==> src/gcd_consts.svh <==
`ifndef GCD_CONSTS_SVH
`define GCD_CONSTS_SVH

// -----------------------------------------------------------------
// Register byte addresses
// -----------------------------------------------------------------
`define GCD_ADDR_DRIVE_CFG   8'h00
`define GCD_ADDR_CFG_SECOND  8'h04
`define GCD_ADDR_OUT_VALUE   8'h08
`define GCD_ADDR_ROUTE_SEL   8'h0C
`define GCD_ADDR_PIN_STATE   8'h10

// -----------------------------------------------------------------
// Field positions and widths
// -----------------------------------------------------------------
`define GCD_MODE_W           3
`define GCD_ROUTE_W          4
`define GCD_THRESH_BIT       24
`define GCD_SLOW_BIT         25
`define GCD_INP_OFF_BIT      0

// -----------------------------------------------------------------
// Reset values and codes
// -----------------------------------------------------------------
`define GCD_DRIVE_RST        32'h0000_0000
`define GCD_ROUTE_RST        32'h0000_0000
`define GCD_ROUTE_FW         4'h0
`define GCD_RESP_OKAY        2'h0
`define GCD_RESP_SLVERR      2'h2

`endif

==> src/gcd_pkg.sv <==
package gcd_pkg;

    // Per-pin drive modes, in encoding order 0..7
    typedef enum logic [2:0] {
        GCD_HIZ_ANALOG,
        GCD_HIZ_DIGITAL,
        GCD_PULL_UP,
        GCD_PULL_DOWN,
        GCD_OD_LOW,
        GCD_OD_HIGH,
        GCD_STRONG,
        GCD_PULL_BOTH
    } gcd_mode_t;

endpackage : gcd_pkg

==> src/gcd_port.sv <==
// Summary of operation
// RULE1 - Each pin has a 3-bit drive-mode field at bits 3y+2 to 3y of the drive register.
// RULE2 - Modes 0 and 1 never drive the pin, and mode 1 keeps the input buffer on.
// RULE3 - Mode 2 is weak high/strong low, mode 3 strong high/weak low, mode 7 weak both.
// RULE4 - Mode 4 floats a one and drives a strong zero, mode 5 the reverse, mode 6 strong both.
// RULE5 - After reset every pin is analog high-Z with driver and input buffer off.
// RULE6 - A pin in analog high-Z reads zero in the pin-state register.
// RULE7 - The input-off bit of the second config register disables the port's input buffers.
// RULE8 - Bit 24 of the drive register selects CMOS (0) or LVTTL (1) thresholds for the port.
// RULE9 - Bit 25 of the drive register resets to fast slew and selects slow slew when set.
// RULE10 - Each pin's input buffer output is routed to the peripheral chosen by its route field.
// RULE11 - Each driver's data and enable come from the peripheral or the output-value register.
// RULE12 - Software writes one to a data bit for pull-up, zero for pull-down.
// RULE13 - Each pin has a 4-bit route field, value 0 selecting firmware data.
// RULE14 - Configuration writes reach the pin controls on the cycle after the write.
//
// Design decisions made here: the register offsets and the AXI4-Lite interface to the registers.
`timescale 1ns/1ps
`include "gcd_consts.svh"

module gcd_port
    import gcd_pkg::*;
#(
    parameter int NPINS = 8
) (
    // Clock and reset
    input  wire logic               aclk,
    input  wire logic               aresetn,
    input  wire logic               clk_en,
    // AXI4-Lite write channels
    input  wire logic [7:0]         s_awaddr,
    input  wire logic               s_awvalid,
    output logic                    s_awready,
    input  wire logic [31:0]        s_wdata,
    input  wire logic [3:0]         s_wstrb,
    input  wire logic               s_wvalid,
    output logic                    s_wready,
    output logic [1:0]              s_bresp,
    output logic                    s_bvalid,
    input  wire logic               s_bready,
    // AXI4-Lite read channels
    input  wire logic [7:0]         s_araddr,
    input  wire logic               s_arvalid,
    output logic                    s_arready,
    output logic [31:0]             s_rdata,
    output logic [1:0]              s_rresp,
    output logic                    s_rvalid,
    input  wire logic               s_rready,
    // Peripheral side
    input  wire logic [NPINS-1:0]   periph_out,
    input  wire logic [NPINS-1:0]   periph_oe,
    output logic [NPINS-1:0]        routed_in,
    output logic [4*NPINS-1:0]      route_sel,
    // Pad side
    input  wire logic [NPINS-1:0]   pad_in,
    output logic [NPINS-1:0]        pad_out,
    output logic [NPINS-1:0]        pad_oe,
    output logic [NPINS-1:0]        pad_strong,
    output logic [NPINS-1:0]        pad_ibuf_en,
    output logic                    pad_lvttl,
    output logic                    pad_slow
);

    // -----------------------------------------------------------------
    // Helper functions
    // -----------------------------------------------------------------
    // Drive strength for a given mode and data value: 2=strong,1=weak,0=off
    function automatic logic [1:0] drive_of(input gcd_mode_t m, input logic d);
        logic [1:0] r;
        r = 2'h0;
        case (m)
            GCD_PULL_UP:   r = d ? 2'h1 : 2'h2;
            GCD_PULL_DOWN: r = d ? 2'h2 : 2'h1;
            GCD_OD_LOW:    r = d ? 2'h0 : 2'h2;
            GCD_OD_HIGH:   r = d ? 2'h2 : 2'h0;
            GCD_STRONG:    r = 2'h2;
            GCD_PULL_BOTH: r = 2'h1;
            default:       r = 2'h0;
        endcase
        return r;
    endfunction : drive_of

    // Merge a write word into a register under byte strobes
    function automatic logic [31:0] merge(input logic [31:0] old, input logic [31:0] nw,
                                          input logic [3:0] st);
        logic [31:0] r;
        r = old;
        for (int b = 0; b < 4; b++) begin
            if (st[b]) begin
                r[8*b +: 8] = nw[8*b +: 8];
            end
        end
        return r;
    endfunction : merge

    // -----------------------------------------------------------------
    // Registers
    // -----------------------------------------------------------------
    logic [31:0]        drive_cfg_q;
    logic               input_buffer_off_q;
    logic [NPINS-1:0]   out_value_q;
    logic [31:0]        route_q;
    logic [NPINS-1:0]   pin_sync1_q;
    logic [NPINS-1:0]   pin_sync2_q;
    logic [7:0]         awaddr_q;
    logic [31:0]        wdata_q;
    logic [3:0]         wstrb_q;
    logic               aw_held_q;
    logic               w_held_q;
    logic               wr_go;
    logic [NPINS-1:0]   pin_state;

    assign wr_go = aw_held_q && w_held_q && !s_bvalid;

    // Write address capture
    always_ff @(posedge aclk) begin
        if (!aresetn) begin
            aw_held_q <= 1'b0;
            awaddr_q  <= 8'h00;
            s_awready <= 1'b0;
        end else if (clk_en) begin
            s_awready <= !aw_held_q && !s_awready;
            if (s_awvalid && s_awready) begin
                aw_held_q <= 1'b1;
                awaddr_q  <= s_awaddr;
                s_awready <= 1'b0;
            end else if (wr_go) begin
                aw_held_q <= 1'b0;
            end
        end
    end

    // Write data capture
    always_ff @(posedge aclk) begin
        if (!aresetn) begin
            w_held_q <= 1'b0;
            wdata_q  <= 32'h0000_0000;
            wstrb_q  <= 4'h0;
            s_wready <= 1'b0;
        end else if (clk_en) begin
            s_wready <= !w_held_q && !s_wready;
            if (s_wvalid && s_wready) begin
                w_held_q <= 1'b1;
                wdata_q  <= s_wdata;
                wstrb_q  <= s_wstrb;
                s_wready <= 1'b0;
            end else if (wr_go) begin
                w_held_q <= 1'b0;
            end
        end
    end

    // Register update and write response
    always_ff @(posedge aclk) begin
        if (!aresetn) begin
            drive_cfg_q        <= `GCD_DRIVE_RST; // RULE5 RULE9
            input_buffer_off_q <= 1'b0;
            out_value_q        <= '0;
            route_q            <= `GCD_ROUTE_RST;
            s_bvalid           <= 1'b0;
            s_bresp            <= `GCD_RESP_OKAY;
        end else if (clk_en) begin
            if (s_bvalid && s_bready) begin
                s_bvalid <= 1'b0;
            end
            if (wr_go) begin
                s_bvalid <= 1'b1;
                s_bresp  <= `GCD_RESP_OKAY;
                if (awaddr_q == `GCD_ADDR_DRIVE_CFG) begin
                    drive_cfg_q <= merge(drive_cfg_q, wdata_q, wstrb_q); // RULE1 RULE8
                end else if (awaddr_q == `GCD_ADDR_CFG_SECOND) begin
                    if (wstrb_q[0]) begin
                        input_buffer_off_q <= wdata_q[`GCD_INP_OFF_BIT]; // RULE7
                    end
                end else if (awaddr_q == `GCD_ADDR_OUT_VALUE) begin
                    if (wstrb_q[0]) begin
                        out_value_q <= wdata_q[NPINS-1:0];
                    end
                end else if (awaddr_q == `GCD_ADDR_ROUTE_SEL) begin
                    route_q <= merge(route_q, wdata_q, wstrb_q); // RULE13
                end else if (awaddr_q == `GCD_ADDR_PIN_STATE) begin
                    s_bresp <= `GCD_RESP_OKAY;
                end else begin
                    s_bresp <= `GCD_RESP_SLVERR;
                end
            end
        end
    end

    // Pad input synchroniser
    always_ff @(posedge aclk) begin
        if (!aresetn) begin
            pin_sync1_q <= '0;
            pin_sync2_q <= '0;
        end else if (clk_en) begin
            pin_sync1_q <= pad_in;
            pin_sync2_q <= pin_sync1_q;
        end
    end

    // Pin state, forced to zero while the input buffer is off
    always_comb begin
        for (int y = 0; y < NPINS; y++) begin
            pin_state[y] = pad_ibuf_en[y] && pin_sync2_q[y]; // RULE6
        end
    end

    // Read channel
    always_ff @(posedge aclk) begin
        if (!aresetn) begin
            s_arready <= 1'b0;
            s_rvalid  <= 1'b0;
            s_rdata   <= 32'h0000_0000;
            s_rresp   <= `GCD_RESP_OKAY;
        end else if (clk_en) begin
            s_arready <= !s_rvalid && !s_arready;
            if (s_rvalid && s_rready) begin
                s_rvalid <= 1'b0;
            end
            if (s_arvalid && s_arready) begin
                s_arready <= 1'b0;
                s_rvalid  <= 1'b1;
                s_rresp   <= `GCD_RESP_OKAY;
                s_rdata   <= 32'h0000_0000;
                if (s_araddr == `GCD_ADDR_DRIVE_CFG) begin
                    s_rdata <= drive_cfg_q;
                end else if (s_araddr == `GCD_ADDR_CFG_SECOND) begin
                    s_rdata <= {31'h0000_0000, input_buffer_off_q};
                end else if (s_araddr == `GCD_ADDR_OUT_VALUE) begin
                    s_rdata <= 32'(out_value_q);
                end else if (s_araddr == `GCD_ADDR_ROUTE_SEL) begin
                    s_rdata <= route_q;
                end else if (s_araddr == `GCD_ADDR_PIN_STATE) begin
                    s_rdata <= 32'(pin_state); // RULE6
                end else begin
                    s_rresp <= `GCD_RESP_SLVERR;
                end
            end
        end
    end

    // -----------------------------------------------------------------
    // Pin control outputs, registered one cycle after the config write
    // -----------------------------------------------------------------
    always_ff @(posedge aclk) begin
        if (!aresetn) begin
            pad_out     <= '0;
            pad_oe      <= '0; // RULE5
            pad_strong  <= '0;
            pad_ibuf_en <= '0; // RULE5
            pad_lvttl   <= 1'b0;
            pad_slow    <= 1'b0;
            routed_in   <= '0;
            route_sel   <= '0;
        end else if (clk_en) begin
            pad_lvttl <= drive_cfg_q[`GCD_THRESH_BIT]; // RULE8 RULE14
            pad_slow  <= drive_cfg_q[`GCD_SLOW_BIT]; // RULE9 RULE14
            route_sel <= route_q[4*NPINS-1:0]; // RULE13
            for (int y = 0; y < NPINS; y++) begin
                gcd_mode_t  m;
                logic       fw;
                logic       d;
                logic [1:0] s;
                m  = gcd_mode_t'(drive_cfg_q[`GCD_MODE_W*y +: `GCD_MODE_W]); // RULE1
                fw = route_q[`GCD_ROUTE_W*y +: `GCD_ROUTE_W] == `GCD_ROUTE_FW;
                d  = fw ? out_value_q[y] : periph_out[y]; // RULE11 RULE12
                s  = drive_of(m, d); // RULE2 RULE3 RULE4
                pad_out[y]     <= d;
                pad_oe[y]      <= (s != 2'h0) && (fw || periph_oe[y]); // RULE11
                pad_strong[y]  <= s == 2'h2;
                pad_ibuf_en[y] <= (m != GCD_HIZ_ANALOG) && !input_buffer_off_q; // RULE2 RULE7
                routed_in[y]   <= pin_sync2_q[y] && pad_ibuf_en[y]; // RULE10
            end
        end
    end
endmodule : gcd_port

==> config.mk <==
export PLATFORM = sky130hd
export DESIGN_NAME = gcd_port
export DESIGN_NICKNAME = d
export VERILOG_FILES = /design/src/gcd_pkg.sv /design/src/gcd_port.sv
export VERILOG_INCLUDE_DIRS = /design/src
export SDC_FILE = /design/constraint.sdc
export NUM_CORES = 1
export LEC_CHECK = 0
export ABC_AREA = 1
export BUFFER_PORTS_ARGS = -buffer_cell sky130_fd_sc_hd__buf_2
export CORE_MARGIN = 8
export CORE_UTILIZATION = 40
export DETAILED_ROUTE_END_ITERATION = 6
export SLEW_MARGIN = 20
export SYNTH_ARGS = -nofsm -noshare
export SYNTH_HDL_FRONTEND = slang
export SYNTH_SLANG_ARGS = --single-unit
export TNS_END_PERCENT = 10
==> constraint.sdc <==
create_clock -name aclk -period 1.77 [get_ports aclk]
set_input_delay 0.177 -clock aclk [delete_from_list [all_inputs] [get_ports aclk]]
set_output_delay 0.177 -clock aclk [all_outputs]
set_load 0.02 [all_outputs]
# Yosys cells after proc, flatten, opt, wreduce, memory -nomap -nowiden
# Cells that the tools add are included.
# op_classes
n_eq_ne,64
muxes,89
n_bitwise,3
n_reduce_logical,98
# ops
op,count
two-way mux 32 bit,4
two-way mux 2 bit,58
"== test 3 bit, second input constant",32
one-hot mux 2 bit (6 select lines),8
"== test 3 x 2 -> 1 bit, second input constant",16
logical AND 1 bit,34
"== test 8 x 4 -> 1 bit, second input constant",4
zero test 4 bit,8
AND reduction 7 bit,4
nonzero test 2 bit,12
nonzero test 3 bit,8
two-way mux 1 bit,18
"== test 2 bit, second input constant",8
"== test 8 x 3 -> 1 bit, second input constant",2
"== test 8 x 5 -> 1 bit, second input constant",2
zero test 8 bit,2
AND reduction 2 bit,8
AND reduction 4 bit,4
zero test 1 bit,8
logical OR 1 bit,8
two-way mux 8 bit,1
AND reduction 6 bit,1
AND reduction 5 bit,1
inverter 1 bit,3
# word_totals
regBits,250
in_bits,84
output_inout_bits,115

# Depth between registers and ports, before layout
# Gate-level depths: netlist (run 1).
# depth
ltp_word,8
mapped_depth,9
mapped_depth_nobuf,8

# Worst setup path before layout (run 1)
# OpenSTA, ideal clock, no wires.
# synth_path
path_type,flip-flop to flip-flop
startpoint,reg s_bvalid
endpoint,reg drive_cfg_q[21]
arrival_ns,1.321
required_ns,1.650
setup_slack_ns,0.329
stages_incl_launch_ff,8
n_path_buf,1
synth_period_minus_slack_ns,1.441
path_cell_list,dfxtp_1 nor2_2 nand2_1 nor2_1 nand3_1 buf_2 o21ai_0 a21oi_1
# synth_via
elab_chain_len,3
# synth_rtl
element,line,rtl
from (decl),gcd_port.sv:39,"output logic s_bvalid,"
from (signal assigned),gcd_port.sv:160,s_bvalid <= 1'b0;
from (signal assigned),gcd_port.sv:164,s_bvalid <= 1'b0;
from (signal assigned),gcd_port.sv:167,s_bvalid <= 1'b1;
zero test 1 bit,gcd_port.sv:113,assign wr_go = aw_held_q && w_held_q && !s_bvalid;
logical AND 1 bit,gcd_port.sv:113,
AND reduction 4 bit (no source line),-,
to (signal assigned),gcd_port.sv:156,drive_cfg_q <= `GCD_DRIVE_RST;
to (signal assigned),gcd_port.sv:170,"drive_cfg_q <= merge(drive_cfg_q, wdata_q, wstrb_q);"
to (decl),gcd_port.sv:99,logic [31:0] drive_cfg_q;
# No other way between the ends.
# A chain may end at the register's enable or synchronous reset.

# Final worst setup path (run 1)
# layout_path
startpoint,reg awaddr_q[5]
endpoint,reg route_q[18]
# layout_via
elab_chain_len,3
word_cells_on_any_way,8
classes_between,eq/ne (3); bitwise (3); reduce/logical (2)
# layout_rtl
element,line,rtl
from (decl),gcd_port.sv:105,logic [7:0] awaddr_q;
from (signal assigned),gcd_port.sv:125,awaddr_q <= s_awaddr;
"== test 8 x 4 -> 1 bit (no source line), or another cell as far along",-,
inverter 1 bit (no source line),-,
AND reduction 7 bit (no source line) *,-,
to (signal assigned),gcd_port.sv:159,route_q <= `GCD_ROUTE_RST;
to (signal assigned),gcd_port.sv:180,"route_q <= merge(route_q, wdata_q, wstrb_q);"
to (decl),gcd_port.sv:102,logic [31:0] route_q;
# Every way passes the cells marked *; elsewhere a longest branch is shown, timed or not.

==> results of run 1 <==
==> power by group <==
group	switching, mW	internal, mW	leakage [nW]	total [mW]
Combinational	0.618	0.386	3.50	1.00
Clock	2.31	3.87	0.483	6.18
Sequential	0.0828	5.73	2.02	5.81
==> worst paths after layout <==
path,startpoint,end,slack (ps)
max,awaddr_q[5],route_q[18],120
min,periph_oe[2],pad_oe[2],30
max reg2reg,awaddr_q[5],route_q[18],120
min reg2reg,drive_cfg_q[31],drive_cfg_q[31],450
==> cell usage in the layout (no fill, tap or decap), drive strengths merged <==
master / netlist / layout
o21ai: 180 / 180
inv: 141 / 142
o211ai: 7 / 7
bufinv: 0 / 4
diode: 0 / 1
nand3: 107 / 107
dlygate4sd3: 0 / 59
buf: 31 / 227
nor3: 5 / 5
a31oi: 1 / 1
a21boi: 8 / 8
clkinv: 2 / 4
o31ai: 1 / 1
o21bai: 24 / 24
a21oi: 160 / 160
nor2: 198 / 198
nand4: 15 / 15
dfxtp: 248 / 248
nand2: 240 / 240
conb: 1 / 2
nand3b: 1 / 1
clkbuf: 51 / 41
clkinvlp: 0 / 3
==> final cells by class <==
cell class / instances / area, um2 / area share (%)
antenna: 1 / 2.50 / 0.0189
timing repair buffer: 286 / 1900 / 14.3
multi-input combinational: 949 / 4410 / 33.3
tap: 330 / 413 / 3.12
clock buffer: 41 / 841 / 6.36
clock inverter: 10 / 161 / 1.22
sequential: 248 / 4960 / 37.5
inverter: 143 / 537 / 4.06
==> per-stage QoR <==
step	hold slack (ps)	total power [mW]	util [%]	worst slack, ps
2_1_floorplan	312	6.46	-	329
5_1_grt	20.7	13.5	52.5	-52.6
6_report	28.3	13.0	52.5	125
3_3_place_gp	402	6.83	46.1	178
4_1_cts	2.00	13.1	52.5	109
3_5_place_dp	410	6.84	46.1	109
==> cell families after synthesis <==
family / after synthesis
other cells: 1
flops: 248
simple gates: 566
compound gates: 381
buf+inv: 225
==> registers in the layout, indices dropped and copies added (netlist names), 4 cells and up <==
name,flops
pin_sync1_q,8
pad_ibuf_en,8
routed_in,8
drive_cfg_q,32
out_value_q,8
route_sel,32
s_rdata,32
pad_strong,8
wdata_q,32
wstrb_q,4
route_q,32
awaddr_q,8
pad_out,8
pin_sync2_q,8
pad_oe,8
==> layer usage <==
layer	vias to the layer above	part of all wire, %	wire, um
met4	2	2.2	731
met2	302	47	15300
met5	-	0.037	12
met1	4679	44	14500
li1	5109	-	-
met3	49	6.8	2230
==> worst max-delay path, cell delays in order, from the launching register on <==
cell and delay (ps):
dfxtp_1 300, inv_1 100, nand4_2 190, nor3_4 310, nand3_2 380, nor2_1 200
nor2_1 70
==> repair_timing <==
action,in CTS,in global routing
hold endpoints to repair,59,0
resized for setup,0,2
setup endpoints to repair,0,29
hold buffers,59,0
==> impl_metrics.ini, run 1 <==
[synthesis]
synth_area_leader_cell = dfxtp_1
synth-adder-area-share_pct = 0
synth_ff_type = dfxtp_1
yosysMostFrequentCell = dfxtp_1
synth_top_area_share_pct = 48.3
synth_edf_count = 0
synth_seq_cells = 248
syn-instance-count = 1421
synth_xor_area_share_pct = 0
synth_warnings = 0
yosys.cell_types.count = 29
synth_compound_area_share_pct = 19.5
async_reset_ff_share_pct = 0
syn_area_um2 = 10300
synth_top_family_by_area = simple AND/OR/NAND/NOR gates
synth_simple_gate_area_share_pct = 23.2
yosysSeqAreaShare_pct = 48.3
synthTopCellsByArea = dfxtp_1, o21ai_0, nand2_1
synth_commonest_cells = dfxtp_1, nand2_1, nor2_1
avgSynthCellArea_um2 = 7.24
synthMuxAreaShare_pct = 0

[sta]
slew_violations = 0
hold_viol_final = 0
min_period_over_period_pct = 93.0
worstMarginPinSlew_ps = 679
max_slew_margin_pct = 54.8
setup_viol = 0
finalSetupTns_ps = 0
max_freq_mhz = 608
period_needed_ps = 1650
grt_setup_unrepaired = true
skew_ps = 16.9

[cts]
cts_buffers = 28
post-cts-setup-buffers = 0
clock_latency_ps = 540
clock-sinks = 248
cts_tree = yes
clockBufferDepth = 3
htree_num_levels = 1
cts_root_buf = clkbuf_16
clkTransAtPathRegs_ps = 60

[worst_hold_path]
min_path_type = in -> reg
hold_depth = 5

[routing]
dr.first_iter.drc_count = 664
wl_per_cell_um = 16.4
viasPerCell = 5.05
via_count = 10100
ant_nets = 0
wirelength_mm = 32.8
dr.pass1.iters = 7
drc_errors = 0

[floorplan]
rows = 58
die_y_um = 176
pin_count = 199
start_util_pct = 40.8
core_um2 = 25200
die-area_um2 = 31100
die_w_um = 176

[placement]
place_inst = 1897
numPortBuffers = 196
gp_congestion = 0.917
postPlaceCellArea_um2 = 11600
dp_hpwl_mm = 22.9

[worst_setup_path]
crit_path_end_kind = flip-flop
cp-start-kind = flip-flop
ff2ff_path_depth = 6
cp.arrival_ps = 2070
cp_max_fo = 16
crit_type = reg -> reg
required_ps = 2190

[layout]
drive_gt1_share_pct = 17.4
num-fill-cells = 2458
stdcell_count = 2008
fin_nets = 1740
area_growth_syn_to_layout_pct = 28.6
fin_area_um2 = 13200

[global_routing]
grt_util_met1_pct = 26.2
grt_pass1_wl_mm = 52.3
use_met2_pct = 34.6
grt_pass1_vias = 9929
grt_usage_pct = 20.5
grt_remaining_overflow = 0
busiest_layer = met2
grt_max_degree = 88
use_met3_pct = 4.34
antenna_found_initial = 2

[status]
status = finished clean

[run]
max_cap_viol_count = 0

[power_and_ir_drop]
vdd_drop_max_mv = 0.688
p_leak_nw = 6.00
powerDensity_nw_per_um2 = 983
No activity file was read; power rests on OpenSTA's default activity.
==> inputs of run 2 (changes only) <==
--- a/config.mk
+++ b/config.mk
@@ -7,10 +7,11 @@
 export NUM_CORES = 1
 export LEC_CHECK = 0
 export ABC_AREA = 1
-export BUFFER_PORTS_ARGS = -buffer_cell sky130_fd_sc_hd__buf_2
+export BUFFER_PORTS_ARGS = -buffer_cell sky130_fd_sc_hd__buf_4
 export CORE_MARGIN = 8
 export CORE_UTILIZATION = 40
 export DETAILED_ROUTE_END_ITERATION = 6
+export SKIP_CTS_REPAIR_TIMING = 1
 export SLEW_MARGIN = 20
 export SYNTH_ARGS = -nofsm -noshare
 export SYNTH_HDL_FRONTEND = slang
==> run 2 against run 1 <==
Wire length is 0.41% higher. First-iteration DRC count grew 4.7%. Die area unchanged. Setup slack worse by 68 ps. Combinational power rose by 10%. Largest cell class unchanged. Sequential power is essentially flat. Clock-buffer cell count down 1. Via count fell by 0.35%. Power decreased by 1.1%. Clock skew increased by 12 ps. Clock power down 3.9%. Non-clock buffer count is 1 lower.
==> impl_metrics.ini, run 2 (synthesis results as in run 1) <==
[placement]
gp_congestion = 0.868
dp_hpwl_mm = 23.2
numPortBuffers = 196
place_inst = 1900
dp_slack_ps = 36.5

[global_routing]
grt_pass1_vias = 9491
grt_pass1_wl_mm = 51.3
antenna_found_initial = 0
grt_usage_pct = 20.3
grt_remaining_overflow = 0
grt_max_degree = 69

[routing]
wl_met1_mm = 14.8
dr.first_iter.drc_count = 695
drc_errors = 0
met2_wirelength_mm = 15.4
dr.pass1.iters = 5
viasPerCell = 5.04
wl_per_cell_um = 16.5
routed.top_layer = met4
wirelength_mm = 33.0
via_count = 10100
met3_length_mm = 2.16
ant_nets = 0

[power_and_ir_drop]
powerDensity_nw_per_um2 = 943
vdd_drop_max_mv = 0.593
p_leak_nw = 6.05

[worst_setup_path]
crit_type = reg -> reg
required_ps = 2190
crit_path_end_kind = flip-flop
cp-start-kind = flip-flop
cp_max_fo = 16
cp.arrival_ps = 2130

[sta]
grt_setup_unrepaired = true
period_needed_ps = 1710
setup_viol = 0
hold_slack_ps = 20.0
finalSetupTns_ps = 0
max_slew_margin_pct = 53.8
hold_viol_final = 0
min_period_over_period_pct = 96.8
max_freq_mhz = 584
setup_slack_ps = 57.0
slew_violations = 0
worstMarginPinSlew_ps = 693
skew_ps = 29.1

[floorplan]
start_util_pct = 40.8
die_w_um = 176
pin_count = 199
core_um2 = 25200
die_y_um = 176
die-area_um2 = 31100
rows = 58

[cts]
clock-sinks = 248
clock_latency_ps = 540
cts_tree = yes
cts_buffers = 27
cts_root_buf = clkbuf_16
clockBufferDepth = 3
htree_num_levels = 1
clkTransAtPathRegs_ps = 60

[layout]
fin_util_pct = 54.1
final_cell_mix = dfxtp_1, nand2_1, buf_4, nor2_1, o21ai_0
fin_nets = 1738
drive_gt1_share_pct = 17.6
stdcell_count = 2004
final_common_cell = dfxtp_1
area_growth_syn_to_layout_pct = 32.5
num-fill-cells = 2439
insertedDiodeCount = 0

[worst_hold_path]
min_path_type = in -> reg

[status]
status = finished clean

[run]
max_cap_viol_count = 0
[run 2: cell count changes in the layout (fill, tap and decap cells not counted), moves of 2 or more]
| cell | delta |
|---|---|
| clkbuf_16 | -2 |
| buf_2 | -194 |
| buf_4 | +197 |
| dlygate4sd3_1 | -4 |
| clkinvlp_4 | -2 |
| clkbuf_8 | +2 |
| clkinv_2 | +2 |
[run 2: power by group]
group	switching, mW	leakage, nW	internal [mW]
sequential	0.0882	2.02	5.73
clock	2.33	0.469	3.61
combinational	0.617	3.57	0.484
[run 2: worst paths after layout]
path,start,to,slack [ps],depth (start not counted)
worst max-delay path,awaddr_q[0],route_q[20],60,6
worst min-delay path,clk_en,route_sel[0],20,3
worst max register to register,awaddr_q[0],route_q[20],60,6
worst min register to register,drive_cfg_q[31],drive_cfg_q[31],450,2
[run 2: routing by layer]
layer | vias to the layer above | track usage (%)
li1 | 5099 | -
met1 | 4676 | 26.2
met2 | 285 | 33.8
met3 | 46 | 4.29
met4 | 0 | 5.11
met5 | - | 0
[run 2: metrics by stage]
stage	instance area, um2	power, mW
3_3_place_gp	12100	6.94
2_1_floorplan	10300	6.46
3_5_place_dp	12100	6.95
4_1_cts	13100	12.8
5_1_grt	13600	13.3
6_report	13600	12.9
[run 2: final cells by class]
class	instances	area (um2)	area share, %
clock buffers	40	815	5.98
clock inverters	9	128	0.936
inverters	143	541	3.97
multi-input cells	949	4400	32.3
flip-flops and latches	248	4960	36.4
well taps	330	413	3.03
repair buffers	285	2360	17.4
[run 2: worst max-delay path, stage by stage, from the launching register on]
cell	delay, ps
dfxtp_1	330
nor2_4	150
nand2_2	80
nor3_4	310
nand3_2	400
nor2_1	230
nor2_1	70
